$ cat config.mk
export PLATFORM = sky130hd
export DESIGN_NAME = urq_ready_irq
export DESIGN_NICKNAME = d
export VERILOG_FILES = /design/src/rtl/urq_pkg.sv /design/src/rtl/urq_sync2.sv /design/src/rtl/urq_rx_timeout.sv /design/src/rtl/urq_ready_irq.sv
export SDC_FILE = /design/constraint.sdc
export NUM_CORES = 1
export LEC_CHECK = 0
export BUFFER_PORTS_ARGS = -buffer_cell sky130_fd_sc_hd__buf_2
export CAP_MARGIN = 5
export CORE_ASPECT_RATIO = 0.6
export CORE_MARGIN = 2
export CORE_UTILIZATION = 47
export CTS_CLUSTER_DIAMETER = 60
export DETAILED_ROUTE_END_ITERATION = 8
export GPL_TIMING_DRIVEN = 0
export PLACE_DENSITY = 0.79
export SLEW_MARGIN = 15
export SYNTH_ARGS = -nofsm -noshare
export SYNTH_HDL_FRONTEND = slang
export SYNTH_SLANG_ARGS = --single-unit
$ cat constraint.sdc
create_clock -name clock -period 2.7 [get_ports clock]
set_clock_uncertainty 0.1 [all_clocks]
set_input_delay 0.27 -clock clock [delete_from_list [all_inputs] [get_ports clock]]
set_output_delay 0.27 -clock clock [all_outputs]
set_load 0.05 [all_outputs]
$ cat src/rtl/urq_pkg.sv
/*
  Shared constants of the ready-pin and interrupt-pin block: register offsets,
  field positions, reset values, trigger levels and timing counts.
  Assumes a 250 MHz system clock and a 32-bit APB register bus.
*/
package urq_pkg;
  localparam int DATA_W = 32;
  localparam int ADDR_W = 8;
  localparam int CNT_W = 6;
  localparam logic [5:0] FIFO_DEPTH = 6'h20;

  localparam logic [7:0] OFF_FIFO_CTRL = 8'h00;
  localparam logic [7:0] OFF_MODEM_CTRL = 8'h04;
  localparam logic [7:0] OFF_LINE_STAT = 8'h08;
  localparam logic [7:0] OFF_CONFIG = 8'h0c;
  localparam logic [7:0] OFF_IRQ_STAT = 8'h10;
  localparam logic [7:0] OFF_IRQ_MASK = 8'h14;

  localparam int FCR_FIFO_EN_BIT = 0;
  localparam int FCR_BLOCK_BIT = 3;
  localparam int FCR_TRIG_LSB = 6;
  localparam int MCR_IRQ_EN_BIT = 3;
  localparam int MCR_INT_TYPE_BIT = 5;
  localparam int LSR_THR_EMPTY_BIT = 5;
  localparam int LSR_TX_EMPTY_BIT = 6;
  localparam int CFG_WLEN_LSB = 0;
  localparam int CFG_EXT_CLK_BIT = 2;

  localparam int IRQ_W = 3;
  localparam int IRQ_RX_TRIG = 0;
  localparam int IRQ_RX_TMO = 1;
  localparam int IRQ_TX_EMPTY = 2;

  localparam logic [7:0] FCR_RST = 8'h00;
  localparam logic [7:0] MCR_RST = 8'h00;
  localparam logic [7:0] CFG_RST = 8'h03;
  localparam logic [2:0] IRQ_MASK_RST = 3'h0;

  localparam logic [5:0] TRIG_LVL_0 = 6'h08;
  localparam logic [5:0] TRIG_LVL_1 = 6'h10;
  localparam logic [5:0] TRIG_LVL_2 = 6'h18;
  localparam logic [5:0] TRIG_LVL_3 = 6'h1c;

  localparam int CLK_PERIOD_NS = 4;
  localparam int OSC_PERIOD_NS = 68;
  localparam int OSC_HALF_RAW = OSC_PERIOD_NS / (2 * CLK_PERIOD_NS);
  localparam logic [3:0] OSC_HALF_CYCLES = 4'(OSC_HALF_RAW < 1 ? 1 : OSC_HALF_RAW);

  localparam int TMO_WORDS = 4;
  localparam int TMO_EXTRA_BITS = 12;
  localparam int TICKS_PER_BIT = 16;
  localparam int FRAME_OVERHEAD_BITS = 2;
  localparam int MIN_DATA_BITS = 5;
  localparam int TMO_W = 11;

  typedef enum logic [0:0] {
    URQ_RX_HIGH = 1'b0,
    URQ_RX_LOW = 1'b1
  } urq_rx_state_t;

  function automatic logic [5:0] urq_trig_level(input logic [1:0] sel);
    case (sel)
      2'h0: urq_trig_level = TRIG_LVL_0;
      2'h1: urq_trig_level = TRIG_LVL_1;
      2'h2: urq_trig_level = TRIG_LVL_2;
      default: urq_trig_level = TRIG_LVL_3;
    endcase
  endfunction

  function automatic logic [TMO_W-1:0] urq_tmo_ticks(input logic [1:0] wlen);
    int bits;
    bits = TMO_WORDS * (MIN_DATA_BITS + int'(wlen) + FRAME_OVERHEAD_BITS) + TMO_EXTRA_BITS;
    urq_tmo_ticks = TMO_W'(bits * TICKS_PER_BIT);
  endfunction
endpackage

$ cat src/rtl/urq_sync2.sv
/*
  Two-flop synchroniser for pin levels.
  Assumes the inputs are asynchronous levels; only the second stage is read.
*/
`timescale 1ns/10ps
module urq_sync2 #(
  parameter int W = 1
) (
  input wire logic clock,
  input wire logic srst,
  input wire logic ce,
  input wire logic [W-1:0] d,
  output logic [W-1:0] q
);
  logic [W-1:0] meta_reg;
  logic [W-1:0] meta_next;
  logic [W-1:0] q_reg;
  logic [W-1:0] q_next;

  always_comb begin
    meta_next = d;
    q_next = meta_reg;
  end

  always_ff @(posedge clock) begin
    if (srst) begin
      meta_reg <= '0;
      q_reg <= '0;
    end else if (ce) begin
      meta_reg <= meta_next;
      q_reg <= q_next;
    end
  end

  assign q = q_reg;
endmodule

$ cat src/rtl/urq_rx_timeout.sv
/*
  Receive timeout timer counting baud ticks while the receive FIFO holds data.
  Assumes tick is a one-cycle pulse at 16 times the bit rate.
*/
`timescale 1ns/10ps
module urq_rx_timeout (
  input wire logic clock,
  input wire logic srst,
  input wire logic ce,
  input wire logic tick,
  input wire logic armed,
  input wire logic restart,
  input wire logic [1:0] word_len,
  output logic fire
);
  logic [urq_pkg::TMO_W-1:0] cnt_reg;
  logic [urq_pkg::TMO_W-1:0] cnt_next;
  logic done_reg;
  logic done_next;
  logic fire_next;

  always_comb begin
    cnt_next = cnt_reg;
    done_next = done_reg;
    fire_next = 1'b0;
    // Fires once per quiet period; restarting on pops too keeps it off a busy host.
    if (!armed || restart) begin
      cnt_next = '0;
      done_next = 1'b0;
    end else if (tick && !done_reg) begin
      if (cnt_reg + 1'b1 >= urq_pkg::urq_tmo_ticks(word_len)) begin
        fire_next = 1'b1;
        done_next = 1'b1;
      end else begin
        cnt_next = cnt_reg + 1'b1;
      end
    end
  end

  always_ff @(posedge clock) begin
    if (srst) begin
      cnt_reg <= '0;
      done_reg <= 1'b0;
      fire <= 1'b0;
    end else if (ce) begin
      cnt_reg <= cnt_next;
      done_reg <= done_next;
      fire <= fire_next;
    end
  end
endmodule

$ cat src/rtl/urq_ready_irq.sv
/*
  Ready pins, interrupt pins, baud tick source and control registers of a
  byte-wide serial controller, reached over APB.
  Assumes FIFO storage and serial engines sit outside on the same clock and
  report fill counts, push and pop pulses and shift-register emptiness.
*/
`timescale 1ns/10ps
module urq_ready_irq (
  input wire logic clock,
  input wire logic srst,
  input wire logic ce,
  input wire logic [7:0] paddr,
  input wire logic psel,
  input wire logic penable,
  input wire logic pwrite,
  input wire logic [31:0] pwdata,
  output logic [31:0] prdata,
  output logic pready,
  output logic pslverr,
  input wire logic bus_sel,
  input wire logic port_select_3,
  input wire logic port_select_1,
  input wire logic osc_in,
  output logic osc_out,
  output logic baud_tick,
  input wire logic [5:0] rx_count,
  input wire logic [5:0] tx_count,
  input wire logic rx_push,
  input wire logic rx_pop,
  input wire logic tsr_empty,
  output logic rx_ready_n,
  output logic tx_ready_n,
  output logic shared_irq_out,
  output logic shared_irq_oe_n,
  output logic pc_irq_line_b,
  output logic pc_irq_line_b_oe_n,
  output logic pc_irq_line_c,
  output logic pc_irq_line_c_oe_n
);
  logic [3:0] pins_s;
  logic bus_std;
  logic sel3;
  logic sel1;
  logic osc_s;
  logic tmo_fire;

  urq_sync2 #(.W(4)) u_sync (
    .clock(clock),
    .srst(srst),
    .ce(ce),
    .d({bus_sel, port_select_3, port_select_1, osc_in}),
    .q(pins_s)
  );
  assign bus_std = pins_s[3];
  assign sel3 = pins_s[2];
  assign sel1 = pins_s[1];
  assign osc_s = pins_s[0];

  logic [7:0] fcr_reg, fcr_next, mcr_reg, mcr_next, cfg_reg, cfg_next;
  logic [2:0] stat_reg, stat_next, mask_reg, mask_next;
  logic [31:0] rdata_next;
  logic rd_ok_reg, rd_ok_next, thr_empty_d_reg;
  logic wr_en, miss;
  logic [2:0] ev;
  logic [7:0] line_status_reg;
  logic blk_mode, thr_empty, irq_active;

  assign blk_mode = fcr_reg[urq_pkg::FCR_FIFO_EN_BIT] & fcr_reg[urq_pkg::FCR_BLOCK_BIT];
  assign thr_empty = (tx_count == 6'h00);
  always_comb begin
    line_status_reg = 8'h00;
    line_status_reg[urq_pkg::LSR_THR_EMPTY_BIT] = thr_empty;
    line_status_reg[urq_pkg::LSR_TX_EMPTY_BIT] = thr_empty & tsr_empty;
  end
  assign irq_active = |(stat_reg & mask_reg);

  always_comb begin
    miss = 1'b0;
    rdata_next = 32'h0000_0000;
    case (paddr)
      urq_pkg::OFF_FIFO_CTRL: rdata_next[7:0] = fcr_reg;
      urq_pkg::OFF_MODEM_CTRL: rdata_next[7:0] = mcr_reg;
      urq_pkg::OFF_LINE_STAT: rdata_next[7:0] = line_status_reg;
      urq_pkg::OFF_CONFIG: rdata_next[7:0] = cfg_reg;
      urq_pkg::OFF_IRQ_STAT: rdata_next[2:0] = stat_reg;
      urq_pkg::OFF_IRQ_MASK: rdata_next[2:0] = mask_reg;
      default: miss = 1'b1;
    endcase
  end

  // Data is captured in the setup cycle, so a plain access phase answers at once.
  assign pready = psel & penable & rd_ok_reg;
  assign pslverr = pready & miss;
  assign wr_en = pready & pwrite & ~miss;

  urq_pkg::urq_rx_state_t rx_state_reg, rx_state_next;
  logic rx_at_trig;
  assign rx_at_trig = (rx_count >= urq_pkg::urq_trig_level(fcr_reg[7:6])) && (rx_count != 6'h00);

  always_comb begin
    ev = 3'h0;
    ev[urq_pkg::IRQ_RX_TRIG] = (rx_state_reg == urq_pkg::URQ_RX_HIGH)
      && (rx_state_next == urq_pkg::URQ_RX_LOW);
    ev[urq_pkg::IRQ_RX_TMO] = tmo_fire;
    ev[urq_pkg::IRQ_TX_EMPTY] = thr_empty & ~thr_empty_d_reg;
  end

  always_comb begin
    fcr_next = fcr_reg;
    mcr_next = mcr_reg;
    cfg_next = cfg_reg;
    mask_next = mask_reg;
    stat_next = stat_reg;
    rd_ok_next = psel & ~penable;
    if (psel & penable & ~rd_ok_reg) begin
      rd_ok_next = 1'b1;
    end
    if (wr_en) begin
      case (paddr)
        urq_pkg::OFF_FIFO_CTRL: fcr_next = pwdata[7:0];
        urq_pkg::OFF_MODEM_CTRL: mcr_next = pwdata[7:0];
        urq_pkg::OFF_CONFIG: cfg_next = pwdata[7:0];
        urq_pkg::OFF_IRQ_STAT: stat_next = stat_reg & ~pwdata[2:0];
        urq_pkg::OFF_IRQ_MASK: mask_next = pwdata[2:0];
        default: stat_next = stat_reg;
      endcase
    end
    // Set beats a same-cycle write-one clear so no event is lost.
    stat_next = stat_next | ev;
  end

  always_ff @(posedge clock) begin
    if (srst) begin
      fcr_reg <= urq_pkg::FCR_RST;
      mcr_reg <= urq_pkg::MCR_RST;
      cfg_reg <= urq_pkg::CFG_RST;
      mask_reg <= urq_pkg::IRQ_MASK_RST;
      stat_reg <= 3'h0;
      rd_ok_reg <= 1'b0;
      thr_empty_d_reg <= 1'b1;
      prdata <= 32'h0000_0000;
    end else if (ce) begin
      fcr_reg <= fcr_next;
      mcr_reg <= mcr_next;
      cfg_reg <= cfg_next;
      mask_reg <= mask_next;
      stat_reg <= stat_next;
      rd_ok_reg <= rd_ok_next & ~pready;
      thr_empty_d_reg <= thr_empty;
      if (psel & ~pready) begin
        prdata <= rdata_next;
      end
    end
  end

  logic [3:0] osc_cnt_reg, osc_cnt_next;
  logic osc_phase_reg, osc_phase_next, osc_prev_reg, tick_next;

  always_comb begin
    osc_cnt_next = osc_cnt_reg;
    osc_phase_next = osc_phase_reg;
    tick_next = 1'b0;
    if (cfg_reg[urq_pkg::CFG_EXT_CLK_BIT]) begin
      tick_next = osc_s & ~osc_prev_reg;
      osc_cnt_next = 4'h0;
    end else if (osc_cnt_reg + 4'h1 >= urq_pkg::OSC_HALF_CYCLES) begin
      osc_cnt_next = 4'h0;
      osc_phase_next = ~osc_phase_reg;
      tick_next = ~osc_phase_reg;
    end else begin
      osc_cnt_next = osc_cnt_reg + 4'h1;
    end
  end

  always_ff @(posedge clock) begin
    if (srst) begin
      osc_cnt_reg <= 4'h0;
      osc_phase_reg <= 1'b0;
      osc_prev_reg <= 1'b0;
      baud_tick <= 1'b0;
    end else if (ce) begin
      osc_cnt_reg <= osc_cnt_next;
      osc_phase_reg <= osc_phase_next;
      osc_prev_reg <= osc_s;
      baud_tick <= tick_next;
    end
  end
  assign osc_out = osc_phase_reg;

  urq_rx_timeout u_tmo (
    .clock(clock),
    .srst(srst),
    .ce(ce),
    .tick(baud_tick),
    .armed(rx_count != 6'h00),
    .restart(rx_push | rx_pop),
    .word_len(cfg_reg[1:0]),
    .fire(tmo_fire)
  );

  logic rx_rdy_next, tx_rdy_next;
  logic sh_out_next, sh_oe_next, b_oe_next, c_oe_next;

  always_comb begin
    rx_state_next = rx_state_reg;
    case (rx_state_reg)
      urq_pkg::URQ_RX_HIGH: begin
        if (blk_mode && (rx_at_trig || tmo_fire)) begin
          rx_state_next = urq_pkg::URQ_RX_LOW;
        end
      end
      urq_pkg::URQ_RX_LOW: begin
        // Held low through partial drains so the transfer engine empties the block.
        if (!blk_mode || rx_count == 6'h00) begin
          rx_state_next = urq_pkg::URQ_RX_HIGH;
        end
      end
      default: rx_state_next = urq_pkg::URQ_RX_HIGH;
    endcase
    if (blk_mode) begin
      rx_rdy_next = (rx_state_next == urq_pkg::URQ_RX_HIGH);
      tx_rdy_next = (tx_count == urq_pkg::FIFO_DEPTH);
    end else begin
      rx_rdy_next = (rx_count == 6'h00);
      tx_rdy_next = ~thr_empty;
    end
  end

  always_comb begin
    sh_out_next = irq_active;
    sh_oe_next = 1'b1;
    b_oe_next = 1'b1;
    c_oe_next = 1'b1;
    if (bus_std) begin
      sh_oe_next = mcr_reg[urq_pkg::MCR_INT_TYPE_BIT] & ~irq_active;
    end else if (!sel3) begin
      b_oe_next = sel1;
      c_oe_next = ~sel1;
    end else if (mcr_reg[urq_pkg::MCR_IRQ_EN_BIT]) begin
      sh_oe_next = mcr_reg[urq_pkg::MCR_INT_TYPE_BIT] & ~irq_active;
    end else begin
      sh_oe_next = 1'b1;
    end
  end

  always_ff @(posedge clock) begin
    if (srst) begin
      rx_state_reg <= urq_pkg::URQ_RX_HIGH;
      rx_ready_n <= 1'b1;
      tx_ready_n <= 1'b0;
      shared_irq_out <= 1'b0;
      shared_irq_oe_n <= 1'b1;
      pc_irq_line_b <= 1'b0;
      pc_irq_line_b_oe_n <= 1'b1;
      pc_irq_line_c <= 1'b0;
      pc_irq_line_c_oe_n <= 1'b1;
    end else if (ce) begin
      rx_state_reg <= rx_state_next;
      rx_ready_n <= rx_rdy_next;
      tx_ready_n <= tx_rdy_next;
      shared_irq_out <= sh_out_next;
      shared_irq_oe_n <= sh_oe_next;
      pc_irq_line_b <= irq_active;
      pc_irq_line_b_oe_n <= b_oe_next;
      pc_irq_line_c <= irq_active;
      pc_irq_line_c_oe_n <= c_oe_next;
    end
  end
endmodule

; After elaboration in Yosys (flattened, before gate mapping)
; Index checks and enable logic that the tools add are counted.
[word_totals]
regBits = 75
in_bits = 65
output_inout_bits = 44
word_cells = 131
[op_classes]
addsub = 5
order_cmp = 3
eq_ne = 9
n_mux = 32
bitwise_logic = 31
reduce_logical = 27
[op_table]
columns = op, count
row1 = 2-to-1 mux 11 bit, 3
row2 = 2-to-1 mux 1 bit, 21
row3 = AND reduction 3 bit, 7
row4 = case mux 5 bit (4 select lines), 1
row5 = "== test 8 x 4 -> 1 bit, second input constant", 2
row6 = "== test 8 x 5 -> 1 bit, second input constant", 2
row7 = case mux 3 bit (5 select lines), 1
row8 = case mux 5 bit (3 select lines), 1
row9 = bitwise AND 1 bit, 14
row10 = zero test 6 bit, 2
row11 = inverter 1 bit, 12
row12 = "adder 11 x 1 -> 11 bit, second input constant", 1
row13 = >= comparator 11 bit, 1
row14 = "== test 8 x 3 -> 1 bit, second input constant", 1
row15 = zero test 8 bit, 1
row16 = 2-to-1 mux 4 bit, 2
row17 = "adder 7 x 5 -> 7 bit, second input constant", 1
row18 = bitwise AND 3 bit, 2
row19 = "== test 6 bit, second input constant", 1
row20 = >= comparator 6 bit, 1
row21 = 2-to-1 mux 3 bit, 2
row22 = nonzero test 6 bit, 1
row23 = OR reduction 6 bit, 1
row24 = "adder 5 x 3 -> 5 bit, second input constant", 1
row25 = other kinds (17), 25

; Depth between registers and ports, before layout
[logic_depth]
depth_word = 10
ltp_mapped = 13
mapped_depth_nobuf = 12

; Cells and area by module
; From an unflattened synthesis, not the netlist that was laid out.
[unflattened]
hier_cells = 497
hier_area_um2 = 4346.7
[modules_own_cells]
columns = mod, n_inst, cells_each, area_per_inst_um2, seq_area_each_um2
row1 = urq_ready_irq, 1, 351, 2992.9, 1081.0
row2 = urq_rx_timeout, 1, 120, 1068.5, 260.2
row3 = urq_sync2, 1, 26, 285.3, 160.2

; Worst setup path before layout
; Ideal clock, no wire load.
[synth_path]
path_type = flip-flop to flip-flop
startpoint = register u_tmo.cnt_reg[0] (netlist bit)
endpoint = register u_tmo.cnt_reg[0] (netlist bit)
setup_ns = 0.121
arrival_time_ns = 2.659
required_ns = 2.479
slack_ns = -0.180
path_stages_with_launch = 12
path_buffers = 0
period_less_slack_ns = 2.880
path_cell_list = dfxtp_1 > ha_1 > nand2_1 > or3_2 > and2_1 > ha_1 > nand4_1 > a21oi_1 > nand4_2 > a311oi_2 > nor3_1 > mux2_4
[synth_between]
elab_chain_cells = 4
elab_cells_between_ends = 7
cone_classes = 1 x add/sub / 1 x order compare / 1 x eq/ne / 3 x mux / 1 x reduce/logical
[synth_rtl]
columns = element, line
row1 = start: declaration, urq_rx_timeout.sv:16  ; logic [urq_pkg::TMO_W-1:0] cnt_reg;
row2 = start signal: assignment, urq_rx_timeout.sv:46  ; cnt_reg <= cnt_next;
row3 = adder 11 x 1 -> 11 bit *, "urq_rx_timeout.sv:31, urq_rx_timeout.sv:35"
row4 = >= comparator 11 bit or 2-to-1 mux 11 bit (tied branches), urq_rx_timeout.sv:31  ; if (cnt_reg + 1'b1 >= urq_pkg::urq_tmo_ticks(word_len)) begin
row5 = != test 2 x 1 -> 1 bit (no line) or 2-to-1 mux 11 bit (tied branches), --
row6 = AND reduction 3 bit (no line) or 2-to-1 mux 11 bit (tied branches), --
; Every way passes the cells marked *; elsewhere a longest branch is shown, timed or not. The select of a mux whose other input is x is not followed.
; A chain may end at the register's enable or synchronous reset.

; Worst setup path after layout
; Same ends and word-level chain as after synthesis.

==> metrics.md <==
| Metric | Value |
|---|---|
| Chip Width | `122 µm` |
| Number of antenna violations at the first check in global routing | `0` |
| Met2 routed WL | `4520 µm` |
| Depth of the CTS H-tree | `3` |
| Critical path startpoint category | `register` |
| Synthesized area per cell | `8.52 µm²` |
| Slew HR | `50.2%` |
| Final worst path period share | `104%` |
| Chip height | `74.6 µm` |
| Seq. cell area | `0.00152 mm²` |
| Wire length on met3 | `1310 µm` |
| Number of endpoints failing setup at the final stage | `11` |
| Diode count | `0` |
| Number of warnings printed during yosys synthesis | `0` |
| Slew Viols, Final | `0` |
| Number of buffers inserted by hold repair at cts | `0` |
| Max FFs per register | `11` |
| Number of enable flip-flop cells after synthesis | `0` |
| Final Net Count | `638` |
| Proportion of synthesized chip area in sequential cells | `38.5%` |
| Number of global-route vias before repair | `3642` |
| Maximum number of buffers from clock root to sink | `2` |
| Arrival time of data at the critical path endpoint | `3000 ps` |
| Violated checks | `setup timing` |
| Number of hold-slack violations in the final timing report | `0` |
| Share of power burned in the clock network | `45.7%` |
| Initial standard-cell utilization of the core | `48.9%` |
| Filler cell count in the final layout | `671` |
| Number of port buffers | `57` |
| Fraction of registers with async set/reset | `0%` |
| Most common cell after layout, fill and taps aside | `sky130_fd_sc_hd__dfxtp_1` |
| Least-Margin Pin Slew | `740 ps` |
| Most used cell, CP | `sky130_fd_sc_hd__ha_4` |
| Weighted congestion at the end of routability-driven global placement | `0.921` |
| Leading cell types in the layout, fill and taps excluded | `sky130_fd_sc_hd__dfxtp_1 (67), sky130_fd_sc_hd__buf_2 (57), sky130_fd_sc_hd__a21oi_1 (45), sky130_fd_sc_hd__nand2_1 (42), sky130_fd_sc_hd__nor2_1 (41)` |
| Clock-pin transition on the worst setup and hold timing paths | `60 ps` |
| Combinational power share | `11.0%` |
| Global-route usage over all layers | `25.8%` |
| Routed WL | `10800 µm` |
| Met1 WL | `4820 µm` |
| Category of the most critical setup path | `reg -> reg` |
| TritonCTS clock tree | `built` |
| Post-Synthesis Cell Area | `0.00390 mm²` |
| Clock Tree Root | `sky130_fd_sc_hd__clkbuf_16` |
| Switching power | `0.689 mW` |
| Count of distinct cell types in the synthesized netlist | `64` |
| Post-layout util | `62.3%` |
| Dominant synthesized flop cell | `sky130_fd_sc_hd__dfxtp_1` |
| Run status | `finished with violations` |
| Worst Setup End Kind | `register` |
| Cell count after synthesis | `458` |
| Largest net degree at the start of global routing | `14` |
| Min Clock Period, post-route | `2820 ps` |
| RSZ-0062 raised after global routing | `yes` |
| Total area of multi-input combinational cells | `0.00229 mm²` |
| Core Area | `0.00798 mm²` |
| Residual DRC | `0` |
| Syn-to-layout area delta | `27.4%` |
| Routed WL per cell | `16.0 µm` |
| Top fanout value on the critical path | `5` |
| Number of buffers inserted during clock tree synthesis | `9` |
| First-pass DRT Iterations | `6` |
| Worst VDD drop | `0.000387 V` |
| Power Density | `525 mW/mm²` |
| Clock network latency to the later pin of the worst-skew pair | `340 ps` |
| Number of antenna-violating nets in the routed design | `0` |
| Core Rows | `25` |
| Count of pins on the block boundary | `109` |
| Hold Crit Class | `in -> reg` |
| Switching portion of total power | `26.4%` |
| Grt total ovfl | `0` |
| Buffers plus inverters on the worst setup path | `1` |
| HPWL reported at the end of detailed placement | `7920 µm` |
| Achievable clock frequency | `355 MHz` |
| Slowest stage cell, crit path | `sky130_fd_sc_hd__dfxtp_4` |
| Number of synthesized register bits | `75` |
| Max stage delay on crit path | `360 ps` |
| Leakage power | `2.24 nW` |
| WP data required | `2880 ps` |
| Number of DRC markers in iteration 0 | `300` |
| Global-route wire length before repair | `17700 µm` |
| Smallest hold slack | `66.4 ps` |
| Mean number of vias per cell | `5.59` |
| Internal power | `1.92 mW` |
| Sinks on Clock Net | `75` |
| Fraction of final layout cells with drive strength greater than 1 | `29.0%` |
| Max-Cap Viols | `0` |
| Die Footprint | `0.00907 mm²` |
| Relative contribution of sequential cells to total power | `43.3%` |
| Top Family by Delay on Critical Path | `simple AND/OR/NAND/NOR gates` |
| Vias | `3768` |
| Chain of cells forming the critical path | `ha_4 > nand2_4 > or3_4 > and2_4 > ha_4 > nand4_1 > a21oi_2 > nand4_2 > a311oi_2 > o31a_1 > buf_6 > mux2_4` |
| Minimum setup slack in the final design | `-118 ps` |
| Uppermost metal layer occupied by signal nets | `met4` |
| Worst setup timing slack at the placement stage | `-371 ps` |
==> what timing repair did <==
item                                    4_1_cts  5_1_grt
endpoints found under the setup margin       13       13
buffers inserted                             11        2
resized for setup                            22       16
pin swaps                                     7       14
gates cloned                                  1        0
==> cells by family (layout without fill, tap and decap cells) <==
logic type,count (synthesis),after routing,share of synthesized area (%)
adders and majority gates,12,12,3.85
xor gates and xnor gates,7,7,1.57
and+or+nand+nor,175,175,23.1
DFF,75,75,38.5
muxes,27,27,7.47
buffers and inverters,59,144,8.76
other,2,25,0.193
AOI/OAI and AO/OA,101,101,16.6
==> per-layer routing <==
layer	global-route usage (%)	up-vias
met4	8.94	0
met1	34.4	1767
met5	0	-
met2	38.8	196
met3	9.51	19
li1	-	1786
==> synth_stat cells, drive strengths merged (2+ instances only) <==
cell type / instances / share of area [%]
a211o: 6 / 1.4
a21boi: 2 / 0.38
a21o: 7 / 1.4
a21oi: 47 / 6.1
a222oi: 4 / 1.0
a22o: 3 / 0.67
a31o: 2 / 0.45
a31oi: 2 / 0.32
and2: 4 / 0.64
and3: 5 / 0.80
buf: 34 / 6.4
clkbuf: 16 / 1.5
conb: 2 / 0.19
dfxtp: 75 / 38
ha: 12 / 3.8
inv: 9 / 0.87
mux2: 4 / 1.3
mux2i: 22 / 5.6
nand2: 45 / 4.4
nand2b: 9 / 1.4
nand3: 29 / 3.8
nand3b: 2 / 0.38
nand4: 4 / 0.80
nand4b: 2 / 0.45
nor2: 41 / 3.9
nor2b: 2 / 0.32
nor3: 10 / 1.6
nor3b: 3 / 0.58
nor4: 3 / 0.48
o211ai: 2 / 0.51
o21ai: 19 / 2.4
or2: 2 / 0.32
or3: 4 / 0.80
or4: 4 / 0.87
xnor2: 2 / 0.45
xor2: 5 / 1.1
==> final timing paths <==
path                          from                  to  slack (ps)  cells past startpoint
setup / recovery  u_tmo.cnt_reg[0]    u_tmo.cnt_reg[0]        -120                     12
hold / removal             bus_sel  u_sync.meta_reg[3]          70                      3
setup reg to reg  u_tmo.cnt_reg[0]    u_tmo.cnt_reg[0]        -120                     12
hold reg to reg          prdata[1]           prdata[1]         350                      1
==> per-stage QoR <==
step | cells | TNS (ps) | power, mW | instance area (µm²)
floorplan | 481 | 0 | 1.36 | 4020
global placement | 646 | -3310 | 1.43 | 4440
detailed placement | 646 | -4080 | 1.43 | 4440
CTS | 674 | -1320 | 2.60 | 4920
global route | 674 | -2140 | 2.69 | 4970
finish | 674 | -1070 | 2.61 | 4970
==> worst reg2reg max path: stages, from the launching register on <==
cell and delay, ps:
sky130_fd_sc_hd__dfxtp_4 360, sky130_fd_sc_hd__ha_4 160, sky130_fd_sc_hd__nand2_4 70, sky130_fd_sc_hd__or3_4 340
sky130_fd_sc_hd__and2_4 170, sky130_fd_sc_hd__ha_4 250, sky130_fd_sc_hd__nand4_1 160, sky130_fd_sc_hd__a21oi_2 170
sky130_fd_sc_hd__nand4_2 130, sky130_fd_sc_hd__a311oi_2 290, sky130_fd_sc_hd__o31a_1 280, sky130_fd_sc_hd__buf_6 160
sky130_fd_sc_hd__mux2_4 130
==> layout make-up <==
type / count / share of cell area (%)
multi-input combinational: 347 / 46.1
timing repair buffer: 71 / 8.08
sequential: 75 / 30.6
clock inverter: 7 / 1.38
buffer: 48 / 5.89
tap: 108 / 2.72
clock buffer: 9 / 4.53
inverter: 9 / 0.680
==> power by group through the flow <==
| stage | Sequential, mW | Clock, mW | Combinational (mW) |
|---|---|---|---|
| after floorplan | 1.17 | 0 | 0.191 |
| after global placement | 1.15 | 0 | 0.273 |
| after detailed placement | 1.15 | 0 | 0.278 |
| after CTS | 1.13 | 1.19 | 0.283 |
| after global routing | 1.13 | 1.25 | 0.309 |
| final | 1.13 | 1.19 | 0.288 |
No activity file was read; power rests on OpenSTA's default activity.
